## config.mk

```make
export PLATFORM = sky130hd
export DESIGN_NAME = tsm_tag_fsm
export DESIGN_NICKNAME = d
export VERILOG_FILES = /design/src/design/tsm_pkg.sv /design/src/design/tsm_sync.sv /design/src/design/tsm_cmd_decode.sv /design/src/design/tsm_tag_fsm.sv
export SDC_FILE = /design/constraint.sdc
export NUM_CORES = 1
export LEC_CHECK = 0
export ABC_AREA = 0
export BUFFER_PORTS_ARGS = -buffer_cell sky130_fd_sc_hd__buf_4
export CAP_MARGIN = 20
export CORE_MARGIN = 4
export CORE_UTILIZATION = 57
export CTS_CLUSTER_DIAMETER = 30
export CTS_CLUSTER_SIZE = 30
export DETAILED_ROUTE_END_ITERATION = 10
export PLACE_DENSITY = 0.87
export SETUP_SLACK_MARGIN = 0.2
export SLEW_MARGIN = 15
export SYNTH_ARGS = -nofsm -noshare
export SYNTH_HDL_FRONTEND = slang
export SYNTH_SLANG_ARGS = --single-unit
```

## constraint.sdc

```tcl
create_clock -name clk -period 4.6 [get_ports clk]
set_input_delay 0.92 -clock clk [delete_from_list [all_inputs] [get_ports clk]]
set_output_delay 0.92 -clock clk [all_outputs]
set_load 0.01 [all_outputs]
```

## src/design/tsm_pkg.sv

```systemverilog
// Shared constants and types of the contactless tag state machine.
package tsm_pkg;

    // Tag states, one-hot.
    typedef enum logic [5:0] {
        ST_OFF    = 6'h01,
        ST_IDLE   = 6'h02,
        ST_READY1 = 6'h04,
        ST_READY2 = 6'h08,
        ST_ACTIVE = 6'h10,
        ST_HALT   = 6'h20
    } tsm_state_t;

    // Classes of received commands.
    typedef enum logic [3:0] {
        CMD_OTHER  = 4'h0,
        CMD_REQA   = 4'h1,
        CMD_WUPA   = 4'h2,
        CMD_AC1    = 4'h3,
        CMD_SEL1   = 4'h4,
        CMD_AC2    = 4'h5,
        CMD_SEL2   = 4'h6,
        CMD_HLTA   = 4'h7,
        CMD_READ   = 4'h8,
        CMD_FREAD  = 4'h9,
        CMD_WRITE  = 4'ha,
        CMD_LWRITE = 4'hb,
        CMD_VER    = 4'hc
    } tsm_cmd_t;

    // Kinds of reply produced by the state machine itself.
    typedef enum logic [1:0] {
        RSP_ATQA = 2'h0,
        RSP_SAK  = 2'h1,
        RSP_NAK  = 2'h2
    } tsm_rsp_t;

    // Command codes and parameter bytes.
    localparam logic [7:0] CODE_REQA   = 8'h26;
    localparam logic [7:0] CODE_WUPA   = 8'h52;
    localparam logic [7:0] CODE_CASC1  = 8'h93;
    localparam logic [7:0] CODE_CASC2  = 8'h95;
    localparam logic [7:0] CODE_HLTA   = 8'h50;
    localparam logic [7:0] CODE_READ   = 8'h30;
    localparam logic [7:0] CODE_FREAD  = 8'h3a;
    localparam logic [7:0] CODE_WRITE  = 8'ha2;
    localparam logic [7:0] CODE_LWRITE = 8'ha0;
    localparam logic [7:0] CODE_VER    = 8'h60;
    localparam logic [7:0] PAR_SELECT  = 8'h70;
    localparam logic [7:0] PAR_AC_LO   = 8'h20;
    localparam logic [7:0] PAR_AC_HI   = 8'h67;
    localparam logic [7:0] PAR_HLTA    = 8'h00;

    // Page limits and reply values.
    localparam logic [7:0]  PAGE_READY_MAX = 8'h0f;
    localparam logic [7:0]  PAGE_MAX       = 8'h4f;
    localparam logic [15:0] ATQA_VALUE     = 16'h0044;
    localparam logic [7:0]  SAK_CL1        = 8'h04;
    localparam logic [7:0]  SAK_CL2        = 8'h00;
    localparam logic [3:0]  NAK_INVALID    = 4'h0;
    localparam logic [4:0]  LEN_ATQA       = 5'h10;
    localparam logic [4:0]  LEN_SAK        = 5'h08;
    localparam logic [4:0]  LEN_NAK        = 5'h04;

endpackage : tsm_pkg

```

## src/design/tsm_sync.sv

```systemverilog
// Two-flop synchroniser for one asynchronous level.
`timescale 1ns/10ps
`default_nettype none
module tsm_sync (
    // Clock and reset
    input  wire logic clk,
    input  wire logic rst,
    // Level
    input  wire logic asyncIn,
    output logic      syncOut
);
    logic meta_q;
    logic sync_q;

    // The first flop feeds only the second, so a metastable value never fans out.
    always_ff @(posedge clk) begin
        if (rst) begin
            meta_q <= 1'b0;
            sync_q <= 1'b0;
        end else begin
            meta_q <= asyncIn;
            sync_q <= meta_q;
        end
    end

    assign syncOut = sync_q;

endmodule : tsm_sync
`default_nettype wire

```

## src/design/tsm_cmd_decode.sv

```systemverilog
// Classifier that turns a received command frame into a command class.
`timescale 1ns/10ps
`default_nettype none
module tsm_cmd_decode (
    // Received frame
    input  wire logic [7:0]        cmdCode,
    input  wire logic [7:0]        cmdParam,
    input  wire logic              cmdShort,
    // Class
    output var tsm_pkg::tsm_cmd_t  cmdClass
);
    logic acParam;

    assign acParam = (cmdParam >= tsm_pkg::PAR_AC_LO) && (cmdParam <= tsm_pkg::PAR_AC_HI);

    always_comb begin
        cmdClass = tsm_pkg::CMD_OTHER;
        if (cmdShort) begin
            if (cmdCode == tsm_pkg::CODE_REQA) begin
                cmdClass = tsm_pkg::CMD_REQA;
            end else if (cmdCode == tsm_pkg::CODE_WUPA) begin
                cmdClass = tsm_pkg::CMD_WUPA;
            end
        end else begin
            case (cmdCode)
                tsm_pkg::CODE_CASC1: begin
                    if (cmdParam == tsm_pkg::PAR_SELECT) begin
                        cmdClass = tsm_pkg::CMD_SEL1;
                    end else if (acParam) begin
                        cmdClass = tsm_pkg::CMD_AC1;
                    end
                end
                tsm_pkg::CODE_CASC2: begin
                    if (cmdParam == tsm_pkg::PAR_SELECT) begin
                        cmdClass = tsm_pkg::CMD_SEL2;
                    end else if (acParam) begin
                        cmdClass = tsm_pkg::CMD_AC2;
                    end
                end
                tsm_pkg::CODE_HLTA: begin
                    if (cmdParam == tsm_pkg::PAR_HLTA) begin
                        cmdClass = tsm_pkg::CMD_HLTA;
                    end
                end
                tsm_pkg::CODE_READ:   cmdClass = tsm_pkg::CMD_READ;
                tsm_pkg::CODE_FREAD:  cmdClass = tsm_pkg::CMD_FREAD;
                tsm_pkg::CODE_WRITE:  cmdClass = tsm_pkg::CMD_WRITE;
                tsm_pkg::CODE_LWRITE: cmdClass = tsm_pkg::CMD_LWRITE;
                tsm_pkg::CODE_VER:    cmdClass = tsm_pkg::CMD_VER;
                default:              cmdClass = tsm_pkg::CMD_OTHER;
            endcase
        end
    end

endmodule : tsm_cmd_decode
`default_nettype wire

```

## src/design/tsm_tag_fsm.sv

```systemverilog
// Command-driven state machine of a contactless Type A tag.
`timescale 1ns/10ps
`default_nettype none
module tsm_tag_fsm (
    // Clock and reset
    input  wire logic                 clk,
    input  wire logic                 rst,
    // Enables
    input  wire logic                 tagFunctionEnable,
    input  wire logic                 fieldPresentFlag,
    // Command from frame receiver
    input  wire logic                 cmdValid,
    input  wire logic                 cmdShort,
    input  wire logic [7:0]           cmdCode,
    input  wire logic [7:0]           cmdParam,
    input  wire logic                 parityErr,
    input  wire logic                 crcErr,
    input  wire logic                 uidMatch,
    input  wire logic                 uidCollided,
    // Memory datapath status
    input  wire logic                 memNak,
    // Reply to the reader
    output logic                      rspValid,
    output var tsm_pkg::tsm_rsp_t     rspKind,
    output logic [15:0]               rspData,
    output logic [4:0]                rspBits,
    // Requests to datapaths
    output logic                      readReq,
    output logic [7:0]                readPage,
    output logic                      anticollReq,
    output logic                      anticollLevel2,
    output logic [7:0]                anticollParam,
    output logic                      memCmdValid,
    output logic [7:0]                memCmdCode,
    // Status
    output var tsm_pkg::tsm_state_t   tagState,
    output logic                      fromHalt,
    output logic                      cmdError
);
    logic                fieldSync;
    logic                run;
    tsm_pkg::tsm_cmd_t   cmdClass;
    tsm_pkg::tsm_state_t state_q;
    tsm_pkg::tsm_state_t state_d;
    tsm_pkg::tsm_state_t restState;
    tsm_pkg::tsm_cmd_t   selHere;
    tsm_pkg::tsm_cmd_t   acHere;
    logic                fromHalt_q;
    logic                fromHalt_d;
    logic                sayAtqa;
    logic                saySak1;
    logic                saySak2;
    logic                sayNak;
    logic                doRead;
    logic                doAnticoll;
    logic                doMem;
    logic                isError;

    // The field flag comes from the analogue detector; the enable bit is on this clock.
    tsm_sync u_fieldSync (
        .clk     (clk),
        .rst     (rst),
        .asyncIn (fieldPresentFlag),
        .syncOut (fieldSync)
    );

    tsm_cmd_decode u_decode (
        .cmdCode  (cmdCode),
        .cmdParam (cmdParam),
        .cmdShort (cmdShort),
        .cmdClass (cmdClass)
    );

    assign run       = tagFunctionEnable && fieldSync;
    assign restState = fromHalt_q ? tsm_pkg::ST_HALT : tsm_pkg::ST_IDLE;
    assign selHere   = (state_q == tsm_pkg::ST_READY2) ? tsm_pkg::CMD_SEL2 : tsm_pkg::CMD_SEL1;
    assign acHere    = (state_q == tsm_pkg::ST_READY2) ? tsm_pkg::CMD_AC2 : tsm_pkg::CMD_AC1;

    // Next state and the actions of the command being taken.
    always_comb begin
        state_d    = state_q;
        sayAtqa    = 1'b0;
        saySak1    = 1'b0;
        saySak2    = 1'b0;
        sayNak     = 1'b0;
        doRead     = 1'b0;
        doAnticoll = 1'b0;
        doMem      = 1'b0;
        isError    = 1'b0;
        if (!run) begin
            state_d = tsm_pkg::ST_OFF;
        end else if (state_q == tsm_pkg::ST_OFF) begin
            state_d = tsm_pkg::ST_IDLE;
        end else if (memNak && (state_q == tsm_pkg::ST_ACTIVE)) begin
            // The datapath has already sent its NAK; a command in the same cycle is dropped.
            state_d = restState;
        end else if (cmdValid) begin
            case (state_q)
                tsm_pkg::ST_IDLE: begin
                    if ((cmdClass == tsm_pkg::CMD_REQA) || (cmdClass == tsm_pkg::CMD_WUPA)) begin
                        state_d = tsm_pkg::ST_READY1;
                        sayAtqa = 1'b1;
                    end else begin
                        isError = 1'b1;
                    end
                end
                tsm_pkg::ST_HALT: begin
                    if (cmdClass == tsm_pkg::CMD_WUPA) begin
                        state_d = tsm_pkg::ST_READY1;
                        sayAtqa = 1'b1;
                    end else begin
                        isError = 1'b1;
                    end
                end
                tsm_pkg::ST_READY1, tsm_pkg::ST_READY2: begin
                    if (cmdClass == tsm_pkg::CMD_READ) begin
                        if (cmdParam <= tsm_pkg::PAGE_READY_MAX) begin
                            doRead  = 1'b1;
                            state_d = tsm_pkg::ST_ACTIVE;
                        end else begin
                            isError = 1'b1;
                            sayNak  = cmdParam > tsm_pkg::PAGE_MAX;
                            state_d = restState;
                        end
                    end else if (cmdClass == selHere) begin
                        if (parityErr) begin
                            state_d = restState;
                        end else if (uidMatch) begin
                            // A select for another tag is simply not answered.
                            saySak1 = state_q == tsm_pkg::ST_READY1;
                            saySak2 = state_q == tsm_pkg::ST_READY2;
                            state_d = (state_q == tsm_pkg::ST_READY1) ? tsm_pkg::ST_READY2
                                                                       : tsm_pkg::ST_ACTIVE;
                        end
                    end else if (cmdClass == acHere) begin
                        if (uidCollided) begin
                            state_d = restState;
                        end else begin
                            doAnticoll = 1'b1;
                        end
                    end else begin
                        isError = 1'b1;
                        state_d = restState;
                    end
                end
                tsm_pkg::ST_ACTIVE: begin
                    case (cmdClass)
                        tsm_pkg::CMD_READ: begin
                            if (cmdParam <= tsm_pkg::PAGE_MAX) begin
                                doRead = 1'b1;
                            end else begin
                                sayNak  = 1'b1;
                                state_d = restState;
                            end
                        end
                        tsm_pkg::CMD_FREAD, tsm_pkg::CMD_WRITE,
                        tsm_pkg::CMD_LWRITE, tsm_pkg::CMD_VER: begin
                            doMem = 1'b1;
                        end
                        tsm_pkg::CMD_HLTA: begin
                            // Parity slips are tolerated on HLTA; only a CRC error refuses it.
                            if (crcErr) begin
                                sayNak  = 1'b1;
                                state_d = restState;
                            end else begin
                                state_d = tsm_pkg::ST_HALT;
                            end
                        end
                        default: begin
                            isError = 1'b1;
                            state_d = restState;
                        end
                    endcase
                end
                default: state_d = tsm_pkg::ST_OFF;
            endcase
        end
    end

    // Origin flag: set on entering HALT, cleared on IDLE or OFF.
    always_comb begin
        fromHalt_d = fromHalt_q;
        if (state_d == tsm_pkg::ST_HALT) begin
            fromHalt_d = 1'b1;
        end else if ((state_d == tsm_pkg::ST_IDLE) || (state_d == tsm_pkg::ST_OFF)) begin
            fromHalt_d = 1'b0;
        end
    end

    always_ff @(posedge clk) begin
        if (rst) begin
            state_q    <= tsm_pkg::ST_OFF;
            fromHalt_q <= 1'b0;
        end else begin
            state_q    <= state_d;
            fromHalt_q <= fromHalt_d;
        end
    end

    // Replies produced by the state machine itself.
    always_ff @(posedge clk) begin
        if (rst) begin
            rspValid <= 1'b0;
            rspKind  <= tsm_pkg::RSP_ATQA;
            rspData  <= 16'h0000;
            rspBits  <= 5'h00;
        end else begin
            rspValid <= sayAtqa || saySak1 || saySak2 || sayNak;
            if (sayAtqa) begin
                rspKind <= tsm_pkg::RSP_ATQA;
                rspData <= tsm_pkg::ATQA_VALUE;
                rspBits <= tsm_pkg::LEN_ATQA;
            end else if (saySak1 || saySak2) begin
                rspKind <= tsm_pkg::RSP_SAK;
                rspData <= {8'h00, saySak1 ? tsm_pkg::SAK_CL1 : tsm_pkg::SAK_CL2};
                rspBits <= tsm_pkg::LEN_SAK;
            end else if (sayNak) begin
                rspKind <= tsm_pkg::RSP_NAK;
                rspData <= {12'h000, tsm_pkg::NAK_INVALID};
                rspBits <= tsm_pkg::LEN_NAK;
            end
        end
    end

    // Requests handed to the memory and UID datapaths.
    always_ff @(posedge clk) begin
        if (rst) begin
            readReq        <= 1'b0;
            readPage       <= 8'h00;
            anticollReq    <= 1'b0;
            anticollLevel2 <= 1'b0;
            anticollParam  <= 8'h00;
            memCmdValid    <= 1'b0;
            memCmdCode     <= 8'h00;
            cmdError       <= 1'b0;
        end else begin
            readReq     <= doRead;
            anticollReq <= doAnticoll;
            memCmdValid <= doMem;
            cmdError    <= isError;
            if (doRead) begin
                readPage <= cmdParam;
            end
            if (doAnticoll) begin
                anticollLevel2 <= state_q == tsm_pkg::ST_READY2;
                anticollParam  <= cmdParam;
            end
            if (doMem) begin
                memCmdCode <= cmdCode;
            end
        end
    end

    assign tagState = state_q;
    assign fromHalt = fromHalt_q;

    logic take;
    assign take = run && cmdValid && (state_q != tsm_pkg::ST_OFF)
                  && !(memNak && (state_q == tsm_pkg::ST_ACTIVE));
endmodule : tsm_tag_fsm
`default_nettype wire

```

==> impl_table.tex, run 1 <==
\begin{tabular}{lr}
\hline
Metric & Value \\
\hline
\multicolumn{2}{l}{\textbf{Critical path}} \\
\quad Startpoint types & primary input \\
\quad Cell Chain, Critical Path & buf\_4, nor4\_2, nand4\_1, a211oi\_1, nor2\_1, nor2\_1, a2111o\_1, nand3\_1, o31ai\_4, o2111ai\_1, a41oi\_1 \\
\quad Required @ worst endpoint & 4840 ps \\
\quad Worst reg2reg path depth & 9 \\
\quad Library cell appearing most often on the critical path & nor2\_1 \\
\quad Kind of cell with the highest combined delay on the critical path & compound AO/OA/AOI/OAI gates \\
\quad Peak per-stage delay on the critical path & approximately 540 ps \\
\quad Signal arrival time at the worst endpoint & around 3800 ps \\
\quad Worst reg2reg endpoint & fromHalt\$\_SDFFE\_PP0P\_ \\
\quad Startpoint-to-endpoint class of the critical path & primary input to flop \\
\quad Reg-to-reg critical path startpoint & tagState[4]\$\_SDFF\_PP0\_ \\
\quad CP endpoint kind & flop \\
\quad Slack of the worst reg-to-reg path & between 1000 and 1500 ps \\
\quad Crit path max-delay cell type & a211oi\_1 \\
\quad Worst-path fanout max & 6 \\
\quad Crit path buf inv count & 1 \\
\multicolumn{2}{l}{\textbf{Global route}} \\
\quad Wire length of the first global-routing pass & between 10000 and 15000 µm \\
\quad Antenna violations before repair & 0 \\
\quad Global router's overall resource usage & 0.289 \\
\quad Remaining Overflow, GRT & 0 \\
\quad Number of global-route vias before repair & $\sim$3000 \\
\quad Maximum number of pins on one net before global-route repair & 44 \\
\multicolumn{2}{l}{\textbf{Min path}} \\
\quad Sink of the worst hold path & u\_fieldSync.syncOut\$\_SDFF\_PP0\_ \\
\quad Number of cells on the worst hold path & 1 \\
\quad Hold WC Path Type & flop to flop \\
\quad Hold\_sp & u\_fieldSync.meta\_q\$\_SDFF\_PP0\_ \\
\multicolumn{2}{l}{\textbf{STA}} \\
\quad Clock Skew & about 10 ps \\
\quad Setup violation total in the final timing report & 0 \\
\quad Hold Vio Cnt, Final & 0 \\
\quad Worst path setup slack after routing & around 1000 ps \\
\quad Max transition margin & 0.471 \\
\quad Final period util & 0.778 \\
\quad Total Negative Setup Slacks & 0 ps \\
\quad Unrepaired setup endpoints after global routing & false \\
\quad Post-route minimum period & between 3000 and 4000 ps \\
\quad Maximum clock frequency & 279 MHz \\
\quad Slew @ Worst Pin & roughly 800 ps \\
\quad Final worst hold slack & $\sim$450 ps \\
\quad Slew Limit Fails & 0 \\
\multicolumn{2}{l}{\textbf{CTS}} \\
\quad Post-CTS setup buffer count & 0 \\
\quad Clock transition at path regs & approximately 100 ps \\
\quad Number of gates given a new drive strength after cts & 0 \\
\quad Number of sinks on the clock net & between 40 and 50 \\
\quad TritonCTS Buffers & 5 \\
\quad Clock Latency Late Sink & between 300 and 400 ps \\
\quad Deepest clock path buffer count & 2 \\
\quad Clock root buffer & clkbuf\_8 \\
\quad Clock tree from TritonCTS & done \\
\quad Count of hold buffers inserted by post-cts repair & 0 \\
\quad Maximum level of the CTS H-tree & 2 \\
\multicolumn{2}{l}{\textbf{Logic synthesis}} \\
\quad Synthesized area & 3010 µm² \\
\quad Area share of the largest cell type after synthesis & 0.286 \\
\quad Most area-consuming cells after synthesis & dfxtp\_1, nor2\_1, mux2i\_1 \\
\quad Post-synth top cells & nor2\_1, dfxtp\_1, nand2\_1 \\
\quad Total number of yosys warnings & 0 \\
\quad Number of distinct library cell variants in the gate-level netlist after synthesis & 67 \\
\quad Main flop type after synthesis & dfxtp\_1 \\
\quad Syn Area/Cell & approximately 8 µm² \\
\quad Dominant cell type by area after synthesis & dfxtp\_1 \\
\quad Asr flop ratio synth & 0 \\
\quad Register area share after synthesis & 0.286 \\
\quad Synthesized netlist cell count & 383 \\
\quad Most repeated cell in the gate-level netlist after synthesis & nor2\_1 \\
\quad Flip-flop and latch count after synthesis & 43 \\
\quad Number of enable-type register cells in the synthesized netlist & 0 \\
\multicolumn{2}{l}{\textbf{Route}} \\
\quad Final wirelength & $\sim$9300 µm \\
\quad Vias per std cell & between 6 and 7 \\
\quad Average wire length per cell after detail routing & roughly 18 µm \\
\quad Starting DRC count in detailed routing & around 230 \\
\quad Via count & approximately 3200 \\
\quad Total iterations of the first detailed-routing run & 5 \\
\quad Number of remaining DRC errors & 0 \\
\quad Post-route antenna net violation count & 0 \\
\multicolumn{2}{l}{\textbf{Die}} \\
\quad Rows & 26 \\
\quad Area enclosed by the die boundary & 6500 µm² \\
\quad Number of top-level design ports & 87 \\
\quad Initial Util & 0.588 \\
\quad Placeable core region & about 5000 µm² \\
\quad Die height & 80.6 µm \\
\quad X dimension of the die & between 80 and 90 µm \\
\multicolumn{2}{l}{\textbf{Pwr}} \\
\quad PD cells & approximately 220 nW/µm² \\
\quad Largest voltage drop on the vdd net & approximately 0.18 mV \\
\quad Static Leak & about 1.5 nW \\
\quad Total power of the final layout & 0.780 mW \\
\multicolumn{2}{l}{\textbf{Layout}} \\
\quad NumNets Final & approximately 470 \\
\quad Inserted Diodes & 0 \\
\quad Share of cells above drive strength 1 & 0.222 \\
\quad Synth-to-Final Area Change & 19.4\% \\
\quad Post-route design area & 3590 µm² \\
\multicolumn{2}{l}{\textbf{Place}} \\
\quad DP Area & between 3000 and 4000 µm² \\
\quad Input/output buffers & 70 \\
\quad Placer congestion estimate & 0.957 \\
\quad Detail Placement HPWL & 6970 µm \\
\quad Worst slack after detailed placement & roughly 800 ps \\
\multicolumn{2}{l}{\textbf{Outcome}} \\
\quad Status & finished, final reports clean \\
\multicolumn{2}{l}{\textbf{Run}} \\
\quad MaxCap Viol Count & 0 \\
\hline
\end{tabular}
routing by layer:
layer  up-vias  global-route usage  part of all wire
met5         -                   0                 0
met2       174               0.505              0.49
met3        24              0.0549             0.080
li1       1485                   -                 -
met1      1507               0.357              0.41
met4         0              0.0845             0.017
layout by cell type (no fill, tap or decap), types with 4 or more instances in the layout:
cell type  synthesis  final
a211oi_1           6      6
clkbuf_8           0      5
mux2i_1           19     19
o21ai_0           13     13
buf_4             19     72
nand2_1           28     28
dfxtp_1           43     43
and2_1             8      8
o21a_1             4      4
a21oi_1           14     14
nor4_1             9      9
a31oi_1            5      5
nand4_1           10     10
nand3_1           19     19
inv_1             12     12
nand3b_1           7      7
nor3b_1            4      4
nor2b_1            5      5
xnor2_1            4      4
nor3_1             7      7
nor2_1            54     54
conb_1             1     16
report_power, final:
| group | internal (mW) | switching, mW |
|---|---|---|
| clock | 0.165 | 0.153 |
| sequential | 0.373 | 0.000955 |
| combinational | 0.0320 | 0.0559 |
sequential cells by signal, indices dropped and copies added (netlist names):
name	count
u_fieldSync.syncOut	1
tagState	6
readReq	1
anticollParam	8
rspBits	1
fromHalt	1
memCmdCode	8
rspValid	1
cmdError	1
rspKind	1
readPage	8
memCmdValid	1
anticollLevel2	1
anticollReq	1
rspData	2
u_fieldSync.meta_q	1
final cells by class:
cell class | instances | area, µm²
Clock buffer | 5 | 68.8
Clock inverter | 3 | 47.5
Fill cell | 453 | 1520
Inverter | 12 | 45.0
Multi-Input combinational cell | 306 | 1940
Sequential cell | 43 | 861
Tap cell | 70 | 87.6
Timing Repair Buffer | 72 | 541
stage by stage:
| step | utilization | cells |
|---|---|---|
| finish | 0.703 | 511 |
| global route | 0.703 | 511 |
| CTS | 0.703 | 511 |
| detailed placement | 0.680 | 503 |
| global placement | 0.680 | 503 |
| floorplan | - | 398 |
worst max path at each step:
stage	startpoint	to	slack [ps]	depth (start not counted)
2_1_floorplan	cmdCode[7]	fromHalt$_SDFFE_PP0P_	1330	11
4_1_cts	cmdParam[0]	fromHalt$_SDFFE_PP0P_	1120	11
3_3_place_gp	cmdCode[2]	fromHalt$_SDFFE_PP0P_	790	11
6_report	cmdParam[0]	fromHalt$_SDFFE_PP0P_	1020	11
5_1_grt	cmdParam[0]	anticollParam[3]$_SDFFE_PP0P_	830	9
3_5_place_dp	cmdParam[0]	anticollParam[0]$_SDFFE_PP0P_	790	9
cell families (layout without fill, tap and decap cells):
kind of cell,after synthesis,after routing,synth area share
other cells,1,16,0.00125
xor+xnor,6,6,0.0175
buf+inv,49,92,0.0874
compound gates,81,81,0.199
simple gates,184,184,0.345
mux,19,19,0.0633
flops,43,43,0.286
No activity file was read; power rests on OpenSTA's default activity.
==> run 2, diff against run 1 <==
Settings changed: CORE_UTILIZATION 57 to 47, PLACE_DENSITY 0.87 to 0.76.
Clock period 4.6 ns to 2.9 ns, I/O delays scaled along.
==> run 2 against run 1 <==
Compared with the run above:
- highest routed layer unchanged
- die area increased by 19%
- largest power group unchanged
- clock skew barely moved
- setup slack worse by 910 ps
- wire length up 5.2%
- worst hold slack gained 0.53 ps
- sequential share of layout area down 4.6 points
- register-to-register slack worse by 1300 ps
- critical path depth is the same
- clock power is 55% higher
==> impl_table.tex, run 2 (synthesis gave the netlist of run 1 again) <==
\begin{tabular}{lr}
\hline
Metric & Value \\
\hline
\multicolumn{2}{l}{\textbf{Outcome}} \\
\quad Status & finished, final reports clean \\
\multicolumn{2}{l}{\textbf{CTS}} \\
\quad Count of hold buffers inserted by post-cts repair & 0 (unchanged) \\
\quad Deepest clock path buffer count & 2 (unchanged) \\
\quad TritonCTS Buffers & 5 (unchanged) \\
\quad Clock root buffer & clkbuf\_8 \\
\quad Clock tree from TritonCTS & done \\
\quad Clock Latency Late Sink & 300 ps (about the same) \\
\quad Number of sinks on the clock net & 43 (unchanged) \\
\quad Clock transition at path regs & 90 ps (about the same) \\
\quad Maximum level of the CTS H-tree & 2 (unchanged) \\
\multicolumn{2}{l}{\textbf{Global route}} \\
\quad Wire length of the first global-routing pass & 15200 µm (+2.3\%) \\
\quad Remaining Overflow, GRT & 0 (unchanged) \\
\quad Antenna violations before repair & 0 (unchanged) \\
\quad Number of global-route vias before repair & 3114 (+4.1\%) \\
\quad Global router's overall resource usage & 0.251 (-0.0374) \\
\quad Maximum number of pins on one net before global-route repair & 44 (unchanged) \\
\multicolumn{2}{l}{\textbf{Run}} \\
\quad MaxCap Viol Count & 0 (unchanged) \\
\multicolumn{2}{l}{\textbf{Die}} \\
\quad Number of top-level design ports & 87 (unchanged) \\
\quad Initial Util & 0.496 (-0.0926) \\
\quad Rows & 28 (+7.7\%) \\
\quad Die height & 88.0 µm (+9.1\%) \\
\quad Area enclosed by the die boundary & 7740 µm² (+19\%) \\
\quad Placeable core region & 6060 µm² (+19\%) \\
\quad X dimension of the die & 88.0 µm (+9.1\%) \\
\multicolumn{2}{l}{\textbf{Route}} \\
\quad Starting DRC count in detailed routing & 154 (-32\%) \\
\quad Post-route antenna net violation count & 0 (unchanged) \\
\quad Via count & 3351 (+5.0\%) \\
\quad Final wirelength & 9770 µm (+5.2\%) \\
\quad Average wire length per cell after detail routing & 16.8 µm (-7.8\%) \\
\quad Vias per std cell & 5.75 (-7.9\%) \\
\quad Number of remaining DRC errors & 0 (unchanged) \\
\quad Total iterations of the first detailed-routing run & 5 (unchanged) \\
\multicolumn{2}{l}{\textbf{Layout}} \\
\quad NumNets Final & 534 (+14\%) \\
\quad Commonest non-fill, non-tap cell in the layout & buf\_4 \\
\quad Filler Cells Inserted & 476 (+5.1\%) \\
\quad Largest regs & anticollParam: 8 flops, memCmdCode: 8 flops, readPage: 8 flops \\
\quad Synth-to-Final Area Change & 47.5\% \\
\quad Inserted Diodes & 0 (unchanged) \\
\quad Commonest cells after routing, fill and taps aside & buf\_4, nor2\_1, dfxtp\_1 \\
\quad Final standard cell utilization of the core & 0.731 (+0.0286) \\
\quad Share of cells above drive strength 1 & 0.392 (+0.170) \\
\multicolumn{2}{l}{\textbf{STA}} \\
\quad Maximum clock frequency & approximately 360 MHz \\
\quad Worst path setup slack after routing & 109 ps (-913 ps) \\
\quad Unrepaired setup endpoints after global routing & true \\
\quad Clock Skew & 9.74 ps (-0.0642 ps) \\
\quad Post-route minimum period & 2790 ps \\
\quad Hold Vio Cnt, Final & 0 (unchanged) \\
\quad Final period util & 0.962 \\
\quad Max transition margin & 0.629 (+0.157) \\
\quad Slew Limit Fails & 0 (unchanged) \\
\quad Slew @ Worst Pin & 552 ps (-237 ps) \\
\quad Setup violation total in the final timing report & 0 (unchanged) \\
\multicolumn{2}{l}{\textbf{Pwr}} \\
\quad PD cells & 289 nW/µm² (+33\%) \\
\quad Static Leak & 1.87 nW (+29\%) \\
\quad Largest voltage drop on the vdd net & 0.242 mV (+34\%) \\
\multicolumn{2}{l}{\textbf{Place}} \\
\quad Input/output buffers & 70 (unchanged) \\
\quad Detail Placement HPWL & 7290 µm (+4.5\%) \\
\quad Placer congestion estimate & 0.957 (about the same) \\
\quad Worst slack after detailed placement & -273 ps (-1060 ps) \\
\multicolumn{2}{l}{\textbf{Critical path}} \\
\quad Startpoint-to-endpoint class of the critical path & primary input to flop \\
\quad Required @ worst endpoint & 3070 ps (-1770 ps) \\
\quad Startpoint types & primary input \\
\quad Signal arrival time at the worst endpoint & 2960 ps (-850 ps) \\
\quad Worst-path fanout max & 8 (+2) \\
\quad CP endpoint kind & flop \\
\multicolumn{2}{l}{\textbf{Min path}} \\
\quad Hold WC Path Type & flop to flop \\
\hline
\end{tabular}
-- run 2: cell types whose count changed in the layout (fill, tap and decap cells not counted), sizes merged --
cell | previous run | this run
buf | 72 | 139
-- run 2: what timing repair did --
item / CTS / global route
gates resized for setup: 36 / 29
endpoints found under the setup margin: 10 / 20
pin swaps: 7 / 15
setup buffers: 7 / 2
-- run 2: critical path, cell delays in order --
cell and delay (ps):
buf_6 110, and4bb_4 410, nand3_4 100, a311oi_2 340
or4b_4 530, o41ai_4 100, a22o_1 200, o211a_1 200
o31ai_4 80, o2111ai_1 190, a41oi_1 120
-- run 2: metal layers --
layer	vias up	share of wire	global-route usage
met2	147	0.50	0.453
met1	1559	0.40	0.289
li1	1618	-	-
met4	0	0.024	0.0795
met3	27	0.079	0.0630
met5	-	0	0
-- run 2: area by class of cell --
class | count | area, µm² | area share
tap | 75 | 93.8 | 0.0212
timing repair buffer | 139 | 1090 | 0.247
sequential | 43 | 861 | 0.194
multi-input combinational | 306 | 2220 | 0.501
inverter | 12 | 45.0 | 0.0102
clock inverter | 3 | 47.5 | 0.0107
clock buffer | 5 | 68.8 | 0.0155
-- run 2: report_power, final --
part           total (mW)  internal (mW)  leakage, nW  switching (mW)
clock               0.493          0.261       0.0587           0.232
sequential          0.592          0.592        0.347        0.000691
combinational       0.194         0.0868         1.46           0.108
-- run 2: final timing paths --
check | from | to | slack, ps | cells past startpoint
hold / removal | u_fieldSync.meta_q$_SDFF_PP0_ | u_fieldSync.syncOut$_SDFF_PP0_ | 450 | 1
setup reg to reg | tagState[4]$_SDFF_PP0_ | fromHalt$_SDFFE_PP0P_ | 140 | 9
setup / recovery | cmdCode[6] | fromHalt$_SDFFE_PP0P_ | 110 | 11
hold reg to reg | u_fieldSync.meta_q$_SDFF_PP0_ | u_fieldSync.syncOut$_SDFF_PP0_ | 450 | 1
-- run 2: metrics by stage --
stage          hold WS, ps  instances  power, mW  area (µm²)  TNS [ps]
6_report               452        583       1.28        4430         0
4_1_cts                458        581       1.28        4290         0
3_5_place_dp           433        566      0.767        3940     -3120
2_1_floorplan          414        398      0.703        3070     -1.05
3_3_place_gp           420        566      0.764        3940     -3020
5_1_grt                477        583       1.33        4430     -5.13
